--- src/core/tstf_defs.vh ---
// Overview of operation
// - A 32-bit master count advances once per master clock cycle.
// - A 32-bit GPS seconds count increments once per second, zero at epoch.
// - One second after epoch the master count reads 10240000.
// - Initial count is 1024 times 10000 times (seconds mod 262144), mod 2^32.
// - The master count loads from the mapping on a seconds write, and on a second boundary only in GPS mode or when realigning.
// - Every time-of-day mode converts its time to equivalent GPS seconds.
// - A control selects user, default, network or GPS time-of-day mode.
// - Network mode accepts protocol version 3 or later only.
// - Free-run or network to GPS always passes through GPS frequency mode.
// - GPS frequency mode steers frequency while counters keep counting.
// - Leaving GPS frequency mode for GPS realigns counters, possibly a step.
// - A user-scheduled time moves GPS frequency mode into GPS mode.
// - GPS frequency mode keeps setting mode and validity unless user changes.
// - Frequency slew can remove at least 1 ms offset within 24 hours.
// - Suspended network-mode frequency adjustment raises a status flag.
// - After warm-up a degrading change to network mode may be refused.
// - User and default modes need no adjustment after the initial setting.
// - Frame is preamble, payload, 16-bit CRC, 234 bits; CRC over payload.
// - Frame clock rising edge aligns with the first preamble bit.
// - Within each field the most significant bit goes on the line first.
// - The nine fields go out in ascending field-number order.
// - Timeslot is 1024 master clocks; bit period two clocks, 512 per slot.
// - Frame carries the 22 upper count bits; client counts the low 10.
// - Line data is Manchester at 5.12 Mbps locked to the master clock.
`ifndef TSTF_DEFS_VH
`define TSTF_DEFS_VH
`define TSTF_CLK_NS         50
`define TSTF_SLOT_CLKS      11'h400
`define TSTF_TICKS_PER_SEC  32'h009C4000
`define TSTF_SEC_MOD_BITS   18
`define TSTF_SLOTS_PER_SEC  14'h2710
`define TSTF_FRAME_BITS     9'h0EA
`define TSTF_PREAMBLE_BITS  9'h044
`define TSTF_CRC_BITS       9'h010
`define TSTF_HALF_SLOT_BIT  9'h100
`define TSTF_NTP_MIN_VER    3'h3
`define TSTF_MODE_USER      3'h0
`define TSTF_MODE_DEFAULT   3'h1
`define TSTF_MODE_NTP       3'h2
`define TSTF_MODE_GPSFREQ   3'h3
`define TSTF_MODE_GPS       3'h4
`define TSTF_MODE_FREERUN   3'h5
`define TSTF_CRC_POLY       16'h1021
`define TSTF_CRC_INIT       16'hFFFF
`define TSTF_REG_CTRL       4'h0
`define TSTF_REG_SETSEC     4'h1
`define TSTF_REG_SCHED      4'h2
`define TSTF_REG_STATUS     4'h3
`define TSTF_REG_COUNT      4'h4
`define TSTF_REG_GPSSEC     4'h5
`define TSTF_REG_STEER      4'h6
`define TSTF_REG_PAYLOAD    4'h7
`define TSTF_REG_NTPVER     4'h8
`endif

--- src/core/tstf_sync2.v ---
`timescale 1ns/100ps
`default_nettype none
module tstf_sync2 #(
    parameter W = 1
) (
    input  wire         clk_sys,
    input  wire         nrst,
    input  wire [W-1:0] d,
    output wire [W-1:0] q
);
    reg [W-1:0] s1_r;
    reg [W-1:0] s2_r;
    always @(posedge clk_sys or negedge nrst) begin
        if (!nrst) begin
            s1_r <= {W{1'b0}};
            s2_r <= {W{1'b0}};
        end else begin
            s1_r <= d;
            s2_r <= s1_r;
        end
    end
    assign q = s2_r;
endmodule
`default_nettype wire

--- src/core/tstf_map.v ---
`timescale 1ns/100ps
`default_nettype none
`include "tstf_defs.vh"
// Seconds to master count; pure logic, multiplier kept narrow by shifts.
module tstf_map (
    input  wire [31:0] gps_sec,
    output wire [31:0] count
);
    wire [17:0] sec_mod;
    wire [31:0] prod;
    assign sec_mod = gps_sec[`TSTF_SEC_MOD_BITS-1:0];
    // 10000 * 1024 fits in 24 bits; the product keeps its low 32 bits
    assign prod = {14'h0000, sec_mod} * {18'h00000, `TSTF_SLOTS_PER_SEC};
    assign count = {prod[21:0], 10'h000};
endmodule
`default_nettype wire

--- src/core/tstf_top.v ---
// Strobed register access and the register addresses are this design's own decisions.
`timescale 1ns/100ps
`default_nettype none
`include "tstf_defs.vh"
module tstf_top #(
    parameter [31:0] TICKS_PER_SEC = `TSTF_TICKS_PER_SEC
) (
    input  wire        clk_sys,
    input  wire        nrst,
    input  wire [3:0]  reg_addr,
    input  wire [31:0] reg_wdata,
    input  wire        reg_wr,
    input  wire        reg_rd,
    output reg  [31:0] reg_rdata,
    input  wire        gps_pps,
    input  wire        warmup_done,
    output reg         line_out,
    output reg         line_oe,
    output reg         frame_clk,
    output reg         freq_up,
    output reg         freq_dn,
    output wire [31:0] master_time_count
);
    reg  [31:0] count_r;
    reg  [31:0] gps_sec_r;
    reg  [31:0] tick_r;
    reg  [2:0]  mode_r;
    reg  [2:0]  req_mode_r;
    reg         tod_valid_r;
    reg         refused_r;
    reg         ntp_susp_r;
    reg         realign_r;
    reg  [31:0] set_sec_r;
    reg  [31:0] sched_r;
    reg  [2:0]  ntp_ver_r;
    reg  [15:0] steer_r;
    reg  [15:0] steer_acc_r;
    reg  [77:0] payload_r;
    reg  [233:0] shift_r;
    reg  [8:0]  bit_idx_r;
    reg  [15:0] crc_r;
    reg         pps_d_r;
    wire        pps_s;
    wire        warm_s;
    wire [31:0] map_now;
    wire [31:0] map_next;
    wire        pps_edge;
    wire        sec_tick;
    wire        slot_start;
    wire [8:0]  bit_cnt;
    wire        crc_fb;
    wire [15:0] crc_nxt;
    wire        in_payload;

    tstf_sync2 #(.W(2)) u_sync (
        .clk_sys (clk_sys),
        .nrst    (nrst),
        .d       ({gps_pps, warmup_done}),
        .q       ({pps_s, warm_s})
    );
    // Maps the seconds value being written, so the load lands on that second
    tstf_map u_map_now (
        .gps_sec (reg_wdata),
        .count   (map_now)
    );
    tstf_map u_map_next (
        .gps_sec (gps_sec_r + 32'h00000001),
        .count   (map_next)
    );

    assign master_time_count = count_r;
    assign pps_edge   = pps_s & ~pps_d_r;
    // Second boundary: GPS pulse in GPS mode, own tick elsewhere
    assign sec_tick   = (mode_r == `TSTF_MODE_GPS) ? pps_edge :
                        (tick_r == TICKS_PER_SEC - 32'h00000001);
    assign bit_cnt    = count_r[9:1];
    assign slot_start = (count_r[9:0] == 10'h000);
    assign in_payload = (bit_idx_r >= `TSTF_PREAMBLE_BITS) &&
                        (bit_idx_r < `TSTF_FRAME_BITS - `TSTF_CRC_BITS);
    assign crc_fb     = shift_r[233] ^ crc_r[15];
    assign crc_nxt    = {crc_r[14:0], 1'b0} ^
                        (crc_fb ? `TSTF_CRC_POLY : 16'h0000);

    // Timebase
    always @(posedge clk_sys or negedge nrst) begin
        if (!nrst) begin
            count_r     <= 32'h00000000;
            gps_sec_r   <= 32'h00000000;
            tick_r      <= 32'h00000000;
            pps_d_r     <= 1'b0;
            realign_r   <= 1'b0;
            steer_acc_r <= 16'h0000;
            freq_up     <= 1'b0;
            freq_dn     <= 1'b0;
        end else begin
            pps_d_r <= pps_s;
            // Unsigned accumulator of steering bits 14:0 pulses freq_up on carry; bit 15 drives freq_dn directly
            {freq_up, steer_acc_r} <= {1'b0, steer_acc_r} +
                                      {1'b0, steer_r[14:0], 1'b0};
            freq_dn <= steer_r[15];
            // A seconds load starts a fresh second
            if (sec_tick || (reg_wr && reg_addr == `TSTF_REG_SETSEC))
                tick_r <= 32'h00000000;
            else
                tick_r <= tick_r + 32'h00000001;
            if (reg_wr && reg_addr == `TSTF_REG_SETSEC) begin
                gps_sec_r <= reg_wdata;
                count_r   <= map_now;
            end else if (sec_tick) begin
                gps_sec_r <= gps_sec_r + 32'h00000001;
                if (realign_r || mode_r == `TSTF_MODE_GPS) begin
                    count_r   <= map_next;
                    realign_r <= 1'b0;
                end else begin
                    count_r <= count_r + 32'h00000001;
                end
            end else begin
                // Free count wraps naturally; no flag or reload on wrap
                count_r <= count_r + 32'h00000001;
            end
            if (mode_r == `TSTF_MODE_GPSFREQ && gps_sec_r >= sched_r &&
                req_mode_r == `TSTF_MODE_GPS && !(realign_r && sec_tick))
                realign_r <= 1'b1;
        end
    end

    // Mode control
    always @(posedge clk_sys or negedge nrst) begin
        if (!nrst) begin
            mode_r      <= `TSTF_MODE_DEFAULT;
            req_mode_r  <= `TSTF_MODE_DEFAULT;
            tod_valid_r <= 1'b0;
            refused_r   <= 1'b0;
            ntp_susp_r  <= 1'b0;
            set_sec_r   <= 32'h00000000;
            sched_r     <= 32'hFFFFFFFF;
            ntp_ver_r   <= `TSTF_NTP_MIN_VER;
            steer_r     <= 16'h0000;
        end else begin
            if (reg_wr) begin
                case (reg_addr)
                `TSTF_REG_CTRL: begin
                    req_mode_r <= reg_wdata[2:0];
                    ntp_susp_r <= reg_wdata[8];
                    if (reg_wdata[2:0] == `TSTF_MODE_GPS &&
                        (mode_r == `TSTF_MODE_FREERUN ||
                         mode_r == `TSTF_MODE_NTP ||
                         mode_r == `TSTF_MODE_USER ||
                         mode_r == `TSTF_MODE_DEFAULT))
                        mode_r <= `TSTF_MODE_GPSFREQ;
                    else if (reg_wdata[2:0] == `TSTF_MODE_NTP &&
                             (ntp_ver_r < `TSTF_NTP_MIN_VER ||
                              (warm_s && reg_wdata[9])))
                        refused_r <= 1'b1;
                    else if (reg_wdata[2:0] == `TSTF_MODE_GPSFREQ ||
                             reg_wdata[2:0] == `TSTF_MODE_GPS)
                        mode_r <= mode_r;
                    else begin
                        mode_r    <= reg_wdata[2:0];
                        refused_r <= 1'b0;
                    end
                end
                `TSTF_REG_SETSEC: begin
                    set_sec_r   <= reg_wdata;
                    tod_valid_r <= 1'b1;
                end
                `TSTF_REG_SCHED:  sched_r   <= reg_wdata;
                `TSTF_REG_STEER:  steer_r   <= reg_wdata[15:0];
                `TSTF_REG_NTPVER: ntp_ver_r <= reg_wdata[2:0];
                default: ;
                endcase
            end else if (realign_r && sec_tick) begin
                mode_r      <= `TSTF_MODE_GPS;
                tod_valid_r <= 1'b1;
            end
        end
    end

    // Framer: frame starts at bit slot 0 of each timeslot
    always @(posedge clk_sys or negedge nrst) begin
        if (!nrst) begin
            payload_r <= {78{1'b1}};
            shift_r   <= {234{1'b0}};
            bit_idx_r <= `TSTF_FRAME_BITS;
            crc_r     <= `TSTF_CRC_INIT;
            line_out  <= 1'b0;
            line_oe   <= 1'b0;
            frame_clk <= 1'b0;
        end else begin
            if (reg_wr && reg_addr == `TSTF_REG_PAYLOAD)
                payload_r <= {payload_r[45:0], reg_wdata};
            frame_clk <= (bit_cnt < `TSTF_HALF_SLOT_BIT);
            if (slot_start) begin
                // Fields 1..8 concatenated in ascending order, MSB first
                shift_r <= {64'hAAAAAAAAAAAAAAAA, 4'h9,
                            payload_r[77:62], count_r[31:10],
                            payload_r[61:0], {50{1'b1}},
                            16'h0000};
                bit_idx_r <= 9'h000;
                crc_r     <= `TSTF_CRC_INIT;
            end else if (count_r[0] && bit_idx_r < `TSTF_FRAME_BITS) begin
                bit_idx_r <= bit_idx_r + 9'h001;
                if (in_payload) begin
                    crc_r   <= crc_nxt;
                    shift_r <= {shift_r[232:0], 1'b0};
                    if (bit_idx_r == `TSTF_FRAME_BITS - `TSTF_CRC_BITS
                                     - 9'h001)
                        shift_r[233:218] <= crc_nxt;
                end else begin
                    shift_r <= {shift_r[232:0], 1'b0};
                end
            end
            // Manchester: data in first half bit, inverse in second
            line_oe  <= (bit_idx_r < `TSTF_FRAME_BITS) || slot_start;
            // Preamble opens with a one; the shifter loads on this same edge
            line_out <= slot_start ? 1'b1 :
                        (count_r[0] ? ~shift_r[233] : shift_r[233]);
        end
    end

    // Register read, one cycle after strobe
    always @(posedge clk_sys or negedge nrst) begin
        if (!nrst)
            reg_rdata <= 32'h00000000;
        else if (reg_rd) begin
            case (reg_addr)
            `TSTF_REG_CTRL:   reg_rdata <= {23'h0, ntp_susp_r, 5'h0,
                                            req_mode_r};
            `TSTF_REG_SETSEC: reg_rdata <= set_sec_r;
            `TSTF_REG_SCHED:  reg_rdata <= sched_r;
            `TSTF_REG_STATUS: reg_rdata <= {24'h0, ntp_susp_r, refused_r,
                                            tod_valid_r, warm_s, realign_r,
                                            mode_r};
            `TSTF_REG_COUNT:  reg_rdata <= count_r;
            `TSTF_REG_GPSSEC: reg_rdata <= gps_sec_r;
            `TSTF_REG_STEER:  reg_rdata <= {16'h0, steer_r};
            `TSTF_REG_NTPVER: reg_rdata <= {29'h0, ntp_ver_r};
            default:          reg_rdata <= 32'h00000000;
            endcase
        end else
            reg_rdata <= 32'h00000000;
    end
endmodule
`default_nettype wire

--- config.mk ---
export PLATFORM = sky130hd
export DESIGN_NAME = tstf_top
export DESIGN_NICKNAME = d
export VERILOG_FILES = /design/src/core/tstf_sync2.v /design/src/core/tstf_map.v /design/src/core/tstf_top.v
export VERILOG_INCLUDE_DIRS = /design/src /design/src/core
export SDC_FILE = /design/constraint.sdc
export NUM_CORES = 1
export LEC_CHECK = 0
export BUFFER_PORTS_ARGS = -buffer_cell sky130_fd_sc_hd__buf_4
export CORE_ASPECT_RATIO = 0.8
export CORE_MARGIN = 2
export CORE_UTILIZATION = 60
export CTS_BUF_LIST = sky130_fd_sc_hd__clkbuf_8
export DETAILED_ROUTE_END_ITERATION = 7
export PLACE_DENSITY_LB_ADDON = 0.1
export SLEW_MARGIN = 20
export SYNTH_ARGS = -nofsm -noshare
export SYNTH_HDL_FRONTEND = slang
export SYNTH_SLANG_ARGS = --single-unit
export TNS_END_PERCENT = 1
--- constraint.sdc ---
create_clock -name clk_sys -period 6.3 [get_ports clk_sys]
set_clock_uncertainty 0.1 [all_clocks]
set_input_delay 0.63 -clock clk_sys [delete_from_list [all_inputs] [get_ports clk_sys]]
set_output_delay 0.63 -clock clk_sys [all_outputs]
set_load 0.1 [all_outputs]
======== Yosys cells after proc, flatten, opt, wreduce, memory -nomap -nowiden ========
Cells that the tools add are included.
word-level totals
  input bits .............................. 42
  logic and storage cells ................. 146
  register bits after elaboration ......... 584
  output and inout port bits .............. 69
operators by class
  add/sub/neg operators ................... 5
  bitwise logic cells ..................... 6
  muxes and demuxes ....................... 36
  multiply operators ...................... 2
  magnitude comparators ................... 6
  reduce and logical (&&, ||, !) cells .... 39
  eq/ne operators ......................... 25
operators by type and width
  kind                                                                    count
  234-bit 2-to-1 mux                                                      3
  32-bit case mux with 8 select lines                                     1
  32-bit 2-to-1 mux                                                       7
  32-bit by 1-bit adder with 32-bit output (second input constant)        3
  16-bit 2-to-1 mux                                                       4
  18-bit by 10-bit multiplier with 18-bit output (second input constant)  2
  32-bit by 24-bit == test with 1-bit output (second input constant)      1
  32-bit greater-or-equal comparator                                      1
  9-bit by 8-bit < comparator with 1-bit output (second input constant)   2
  3-bit 2-to-1 mux                                                        6
  9-bit 2-to-1 mux                                                        2
  16-bit by 16-bit adder with 17-bit output                               1
  4-bit by 3-bit == test with 1-bit output (second input constant)        4
  16-bit by 13-bit XOR with 16-bit output                                 1
  2-bit AND reduction                                                     7
  13-bit 2-to-1 mux                                                       1
  3-bit by 2-bit == test with 1-bit output (second input constant)        4
  3-bit == test (second input constant)                                   4
  1-bit 2-to-1 mux                                                        12
  2-bit nonzero test                                                      6
  1-bit logical AND                                                       11
  10-bit logical NOT                                                      1
  9-bit by 1-bit adder with 9-bit output (second input constant)          1
  9-bit by 8-bit == test with 1-bit output (second input constant)        1
  other kinds (19)                                                        33

======== Longest topological paths before layout ========
  word-level depth ........................ 8
  gate-level depth with buffers ........... 22
  mapped depth without buffers ............ 22

======== Cells and area by module ========
A second synthesis with hierarchy kept.
unflattened totals
  cell total of the unflattened synthesis .. 3,171
  area total of the unflattened synthesis .. 30,494.2 µm²
by module, submodules not included
  module      sequential area each (µm²)  cells each  instances  area each (µm²)
  tstf_top    14,257.4                    2,735       1          26,595.5
  tstf_map    0.0                         216         2          1,899.3
  tstf_sync2  100.1                       4           1          100.1

======== Least setup slack after synthesis ========
No wires, ideal clock.
  path kind ............................... flip-flop to flip-flop
  from .................................... register gps_sec_r[2]
  to ...................................... register count_r[31] (netlist: master_time_count[31])
  setup slack ............................. 1.038 ns
  arrival ................................. 5.027 ns
  period minus slack after synthesis ...... 5.262 ns
  cell stages (with the launch flop) ...... 19
  buffers on the path ..................... 1
  cells stage by stage .................... dfrtp_1 buf_2 nand3_1 nor2_1 and3_1 xor2_1 fa_1 ha_1 fa_1 ha_1 inv_1 fa_1 inv_1 ha_1 and3_1 a311oi_1 o21ai_0 o32ai_1 a311oi_1
on the way
  cells in the longest elaborated chain, start to end .. 5
ends and longest elaborated chain
  element                                         line            RTL
  start, declared                                 tstf_top.v:25   reg [31:0] gps_sec_r;
  start signal, assigned                          tstf_top.v:107  gps_sec_r <= reg_wdata;
  start signal, assigned                          tstf_top.v:110  gps_sec_r <= gps_sec_r + 32'h00000001;
  32-bit by 1-bit adder with 32-bit output        n/a
  18-bit by 10-bit multiplier with 18-bit output  tstf_map.v:13   assign prod = {14'h0000, sec_mod} * {18'h00000, `TSTF_SLOTS_PER_SEC};
  32-bit 2-to-1 mux                               tstf_top.v:111  if (realign_r || mode_r == `TSTF_MODE_GPS) begin
  32-bit 2-to-1 mux                               tstf_top.v:109  end else if (sec_tick) begin
  32-bit 2-to-1 mux                               tstf_top.v:106  if (reg_wr && reg_addr == `TSTF_REG_SETSEC) begin
  end signal, assigned                            tstf_top.v:108  count_r <= map_now;
  end signal, assigned                            tstf_top.v:112  count_r <= map_next;
  end signal, assigned                            tstf_top.v:115  count_r <= count_r + 32'h00000001;
  end, declared                                   tstf_top.v:24   reg [31:0] count_r;
Every way passes these cells.
A chain may end at the register's enable or synchronous reset.

======== Worst setup path in the final report ========
Ends and elaborated chain as after synthesis.

==> results.ini <==
[timing]
relSlewSlack = 0.282
fin_crit_ns = 5.90
setup_tns_ns = 0
report.final.hold_viol_count = 0
setup_ws_ns = 0.398
fin_crit_sh = 0.937
drv_slew = 0
worst_pin_slew_ns = 1.08
fmax_mhz = 169
rsz0062_at_grt = false
setup_violations = 0

[critical_path]
cpPeakStageDelay_ns = 0.52
cp.arrival_ns = 6.36
crit_chain = nand3_1 > buf_4 > nor2_1 > and3_1 > xor2_1 > fa_1 > ha_1 > fa_1 > ha_1 > inv_1 > fa_1 > inv_1 > ha_1 > and3_1 > a311oi_1 > o21ai_0 > o32ai_1 > a311oi_1
path_class = flop to flop
r2r_cells = 18
r2r_end = master_time_count[31]
r2r_start = gps_sec_r[2]
r2r_slack_ns = 0.40
endpoint_kind = flop
path_max_fanout = 8
start_kind = flop
crit_path_top_delay_cell = dfrtp_1
cp.required_ns = 6.76

[floorplan]
core_area_sq_um = 48600
io_pins = 111
die_w_um = 253
dieArea_sq_um = 51200
die_h_um = 203
rows = 72
start_util = 0.610

[power_and_ir_drop]
powerDensity_nw_per_um2 = 597
leakage_nw = 15.5
ir_drop_mv = 0.794

[hold_path]
holdPathEnd = set_sec_r[26]
hold_depth = 3
hp-start = reg_wdata[26]
hp-class = input port to flop

[global_route]
antenna_found_initial = 1
grt_overflow = 0
grt_max_degree = 259
grt_pass1_wl_um = 125000
track_usage = 0.312
grt_pass1_vias = 22200

[logic_synthesis]
ys_types = 71
ys_seq_elements = 567
synth_cells = 3045
synthFlopType = dfrtp_1
synth_area_sq_um = 29600
synth_edf_count = 0
yosysWarnings = 0
syn_area_per_cell_sq_um = 9.74
async_flop_share = 1.00
yosysSeqAreaShare = 0.484
syn_nets = 3277

[layout]
syn_to_final_growth_pct = 10.5
layout_commonest_cell = nand2_1
nNetsFinal = 3337
final_core_util = 0.675
antenna_cells = 0
final_cells = 3811
mostFrequentLayoutCells = 624 x nand2_1, 432 x dfrtp_1, 234 x inv_1
drive_above_1_share = 0.171

[routing]
via_per_inst = 5.94
drc = 0
wl_met1_um = 35400
first_iter_violations = 2227
dr.pass1.iters = 6
routed-wl-met2_um = 33900
ant_nets = 0
post_drt_wl_per_cell_um = 20.5
vias = 22600
route.met3.wl_um = 6540
top_layer_used = met5
drt_wl_total_um = 78100

[clocking]
cts_root_buffer = clkbuf_8
clock-sinks = 567
clk_latency_ns = 0.70
clk_path_buf_depth = 3
htreeDepth = 3
clkTransAtPathRegs_ns = 0.07
post_cts_buffers = 0
cts_tree = built
numCtsBuffers = 90

[placement]
portBuffers = 110
place_ws_ns = 0.400
gp_congestion = 0.923
dpl.hpwl_um = 51700
placedCellCount = 3638

[outcome]
status = completed

[job]
drv_cap = 0

repair_timing:
action / 4_1_cts / 5_1_grt
gates resized for setup: 0 / 0
hold buffers: 3 / 0
endpoints found under the hold margin: 70 / 0
per-stage QoR:
stage / instance area, sq um / hold WS [ns] / total power, W
after floorplan: 29600 / 0.231 / 0.0137
after global placement: 30900 / 0.238 / 0.0162
after detailed placement: 30900 / 0.240 / 0.0163
after CTS: 32700 / 0.0447 / 0.0196
after global routing: 32800 / 0.0788 / 0.0214
final: 32800 / 0.0836 / 0.0196
logic make-up after synthesis:
family / count (synthesis) / share of synthesized area
buffers and inverters: 362 / 0.0482
adder cells (fa/ha/maj): 190 / 0.0939
XOR/XNOR: 169 / 0.0499
AND/OR/NAND/NOR: 1121 / 0.164
flip-flops: 567 / 0.484
multiplexers: 154 / 0.0569
AO/OA/AOI/OAI: 482 / 0.103
synthesized netlist by cell type, types with 38 or more instances:
cell	n	area (sq um)
dfstp_2	135	3550
dfrtp_1	432	10800
mux2i_1	38	380
xor2_1	81	709
ha_1	136	1700
mux2_2	116	1310
a31oi_1	123	769
clkbuf_1	120	450
xnor2_1	88	771
fa_1	54	1080
a21oi_1	93	465
nand3_1	114	571
nor2_1	225	845
inv_1	189	709
o21ai_0	93	465
nand2_1	625	2350
a22oi_1	66	495
how the worst max path moves through the flow:
| stage | startpoint | endpoint | slack, ns | cells after the start |
|---|---|---|---|---|
| after floorplan | gps_sec_r[2] | master_time_count[31] | 1.04 | 18 |
| after global placement | gps_sec_r[2] | master_time_count[31] | 0.58 | 18 |
| after detailed placement | gps_sec_r[2] | master_time_count[31] | 0.40 | 18 |
| after CTS | gps_sec_r[2] | master_time_count[31] | 0.38 | 18 |
| after global routing | gps_sec_r[2] | master_time_count[31] | 0.03 | 19 |
| final | gps_sec_r[2] | master_time_count[31] | 0.40 | 18 |
state kept, by name (all words and copies together), names as in the netlist, 2 cells and up:
name               count
bit_idx_r              9
mode_r                 3
crc_r                 16
shift_r              218
ntp_ver_r              3
u_sync.s1_r            2
u_sync.q               2
set_sec_r             32
gps_sec_r             32
steer_acc_r           15
steer_r               16
reg_rdata             32
tick_r                32
req_mode_r             3
master_time_count     32
payload_r             78
sched_r               32
report_power, final:
part / internal (W) / switching, W
clock: 0.00167 / 0.00150
sequential: 0.00494 / 0.00100
combinational: 0.00417 / 0.00627
final cells by class:
type	instances	area [sq um]
Fill cell	3829	15800
Sequential cell	567	14400
Multi-Input combinational cell	2116	13900
Clock buffer	114	1570
Timing Repair Buffer	141	1160
Tap cell	629	787
Inverter	189	709
Clock inverter	55	264
critical path: cells and delay by family (launching register included):
kind | cells | cell delay (ns)
compound gates | 4 | 0.99
xor+xnor | 1 | 0.50
fa+ha+maj | 6 | 2.45
buf+inv | 3 | 0.27
flops | 1 | 0.52
simple gates | 4 | 0.91
routing by layer:
| metal | track usage | vias to the layer above |
|---|---|---|
| li1 | - | 10400 |
| met1 | 0.471 | 11300 |
| met2 | 0.451 | 854 |
| met3 | 0.0651 | 148 |
| met4 | 0.0976 | 2 |
| met5 | 0 | - |
Note: power is estimated with default switching activity, not from simulation.
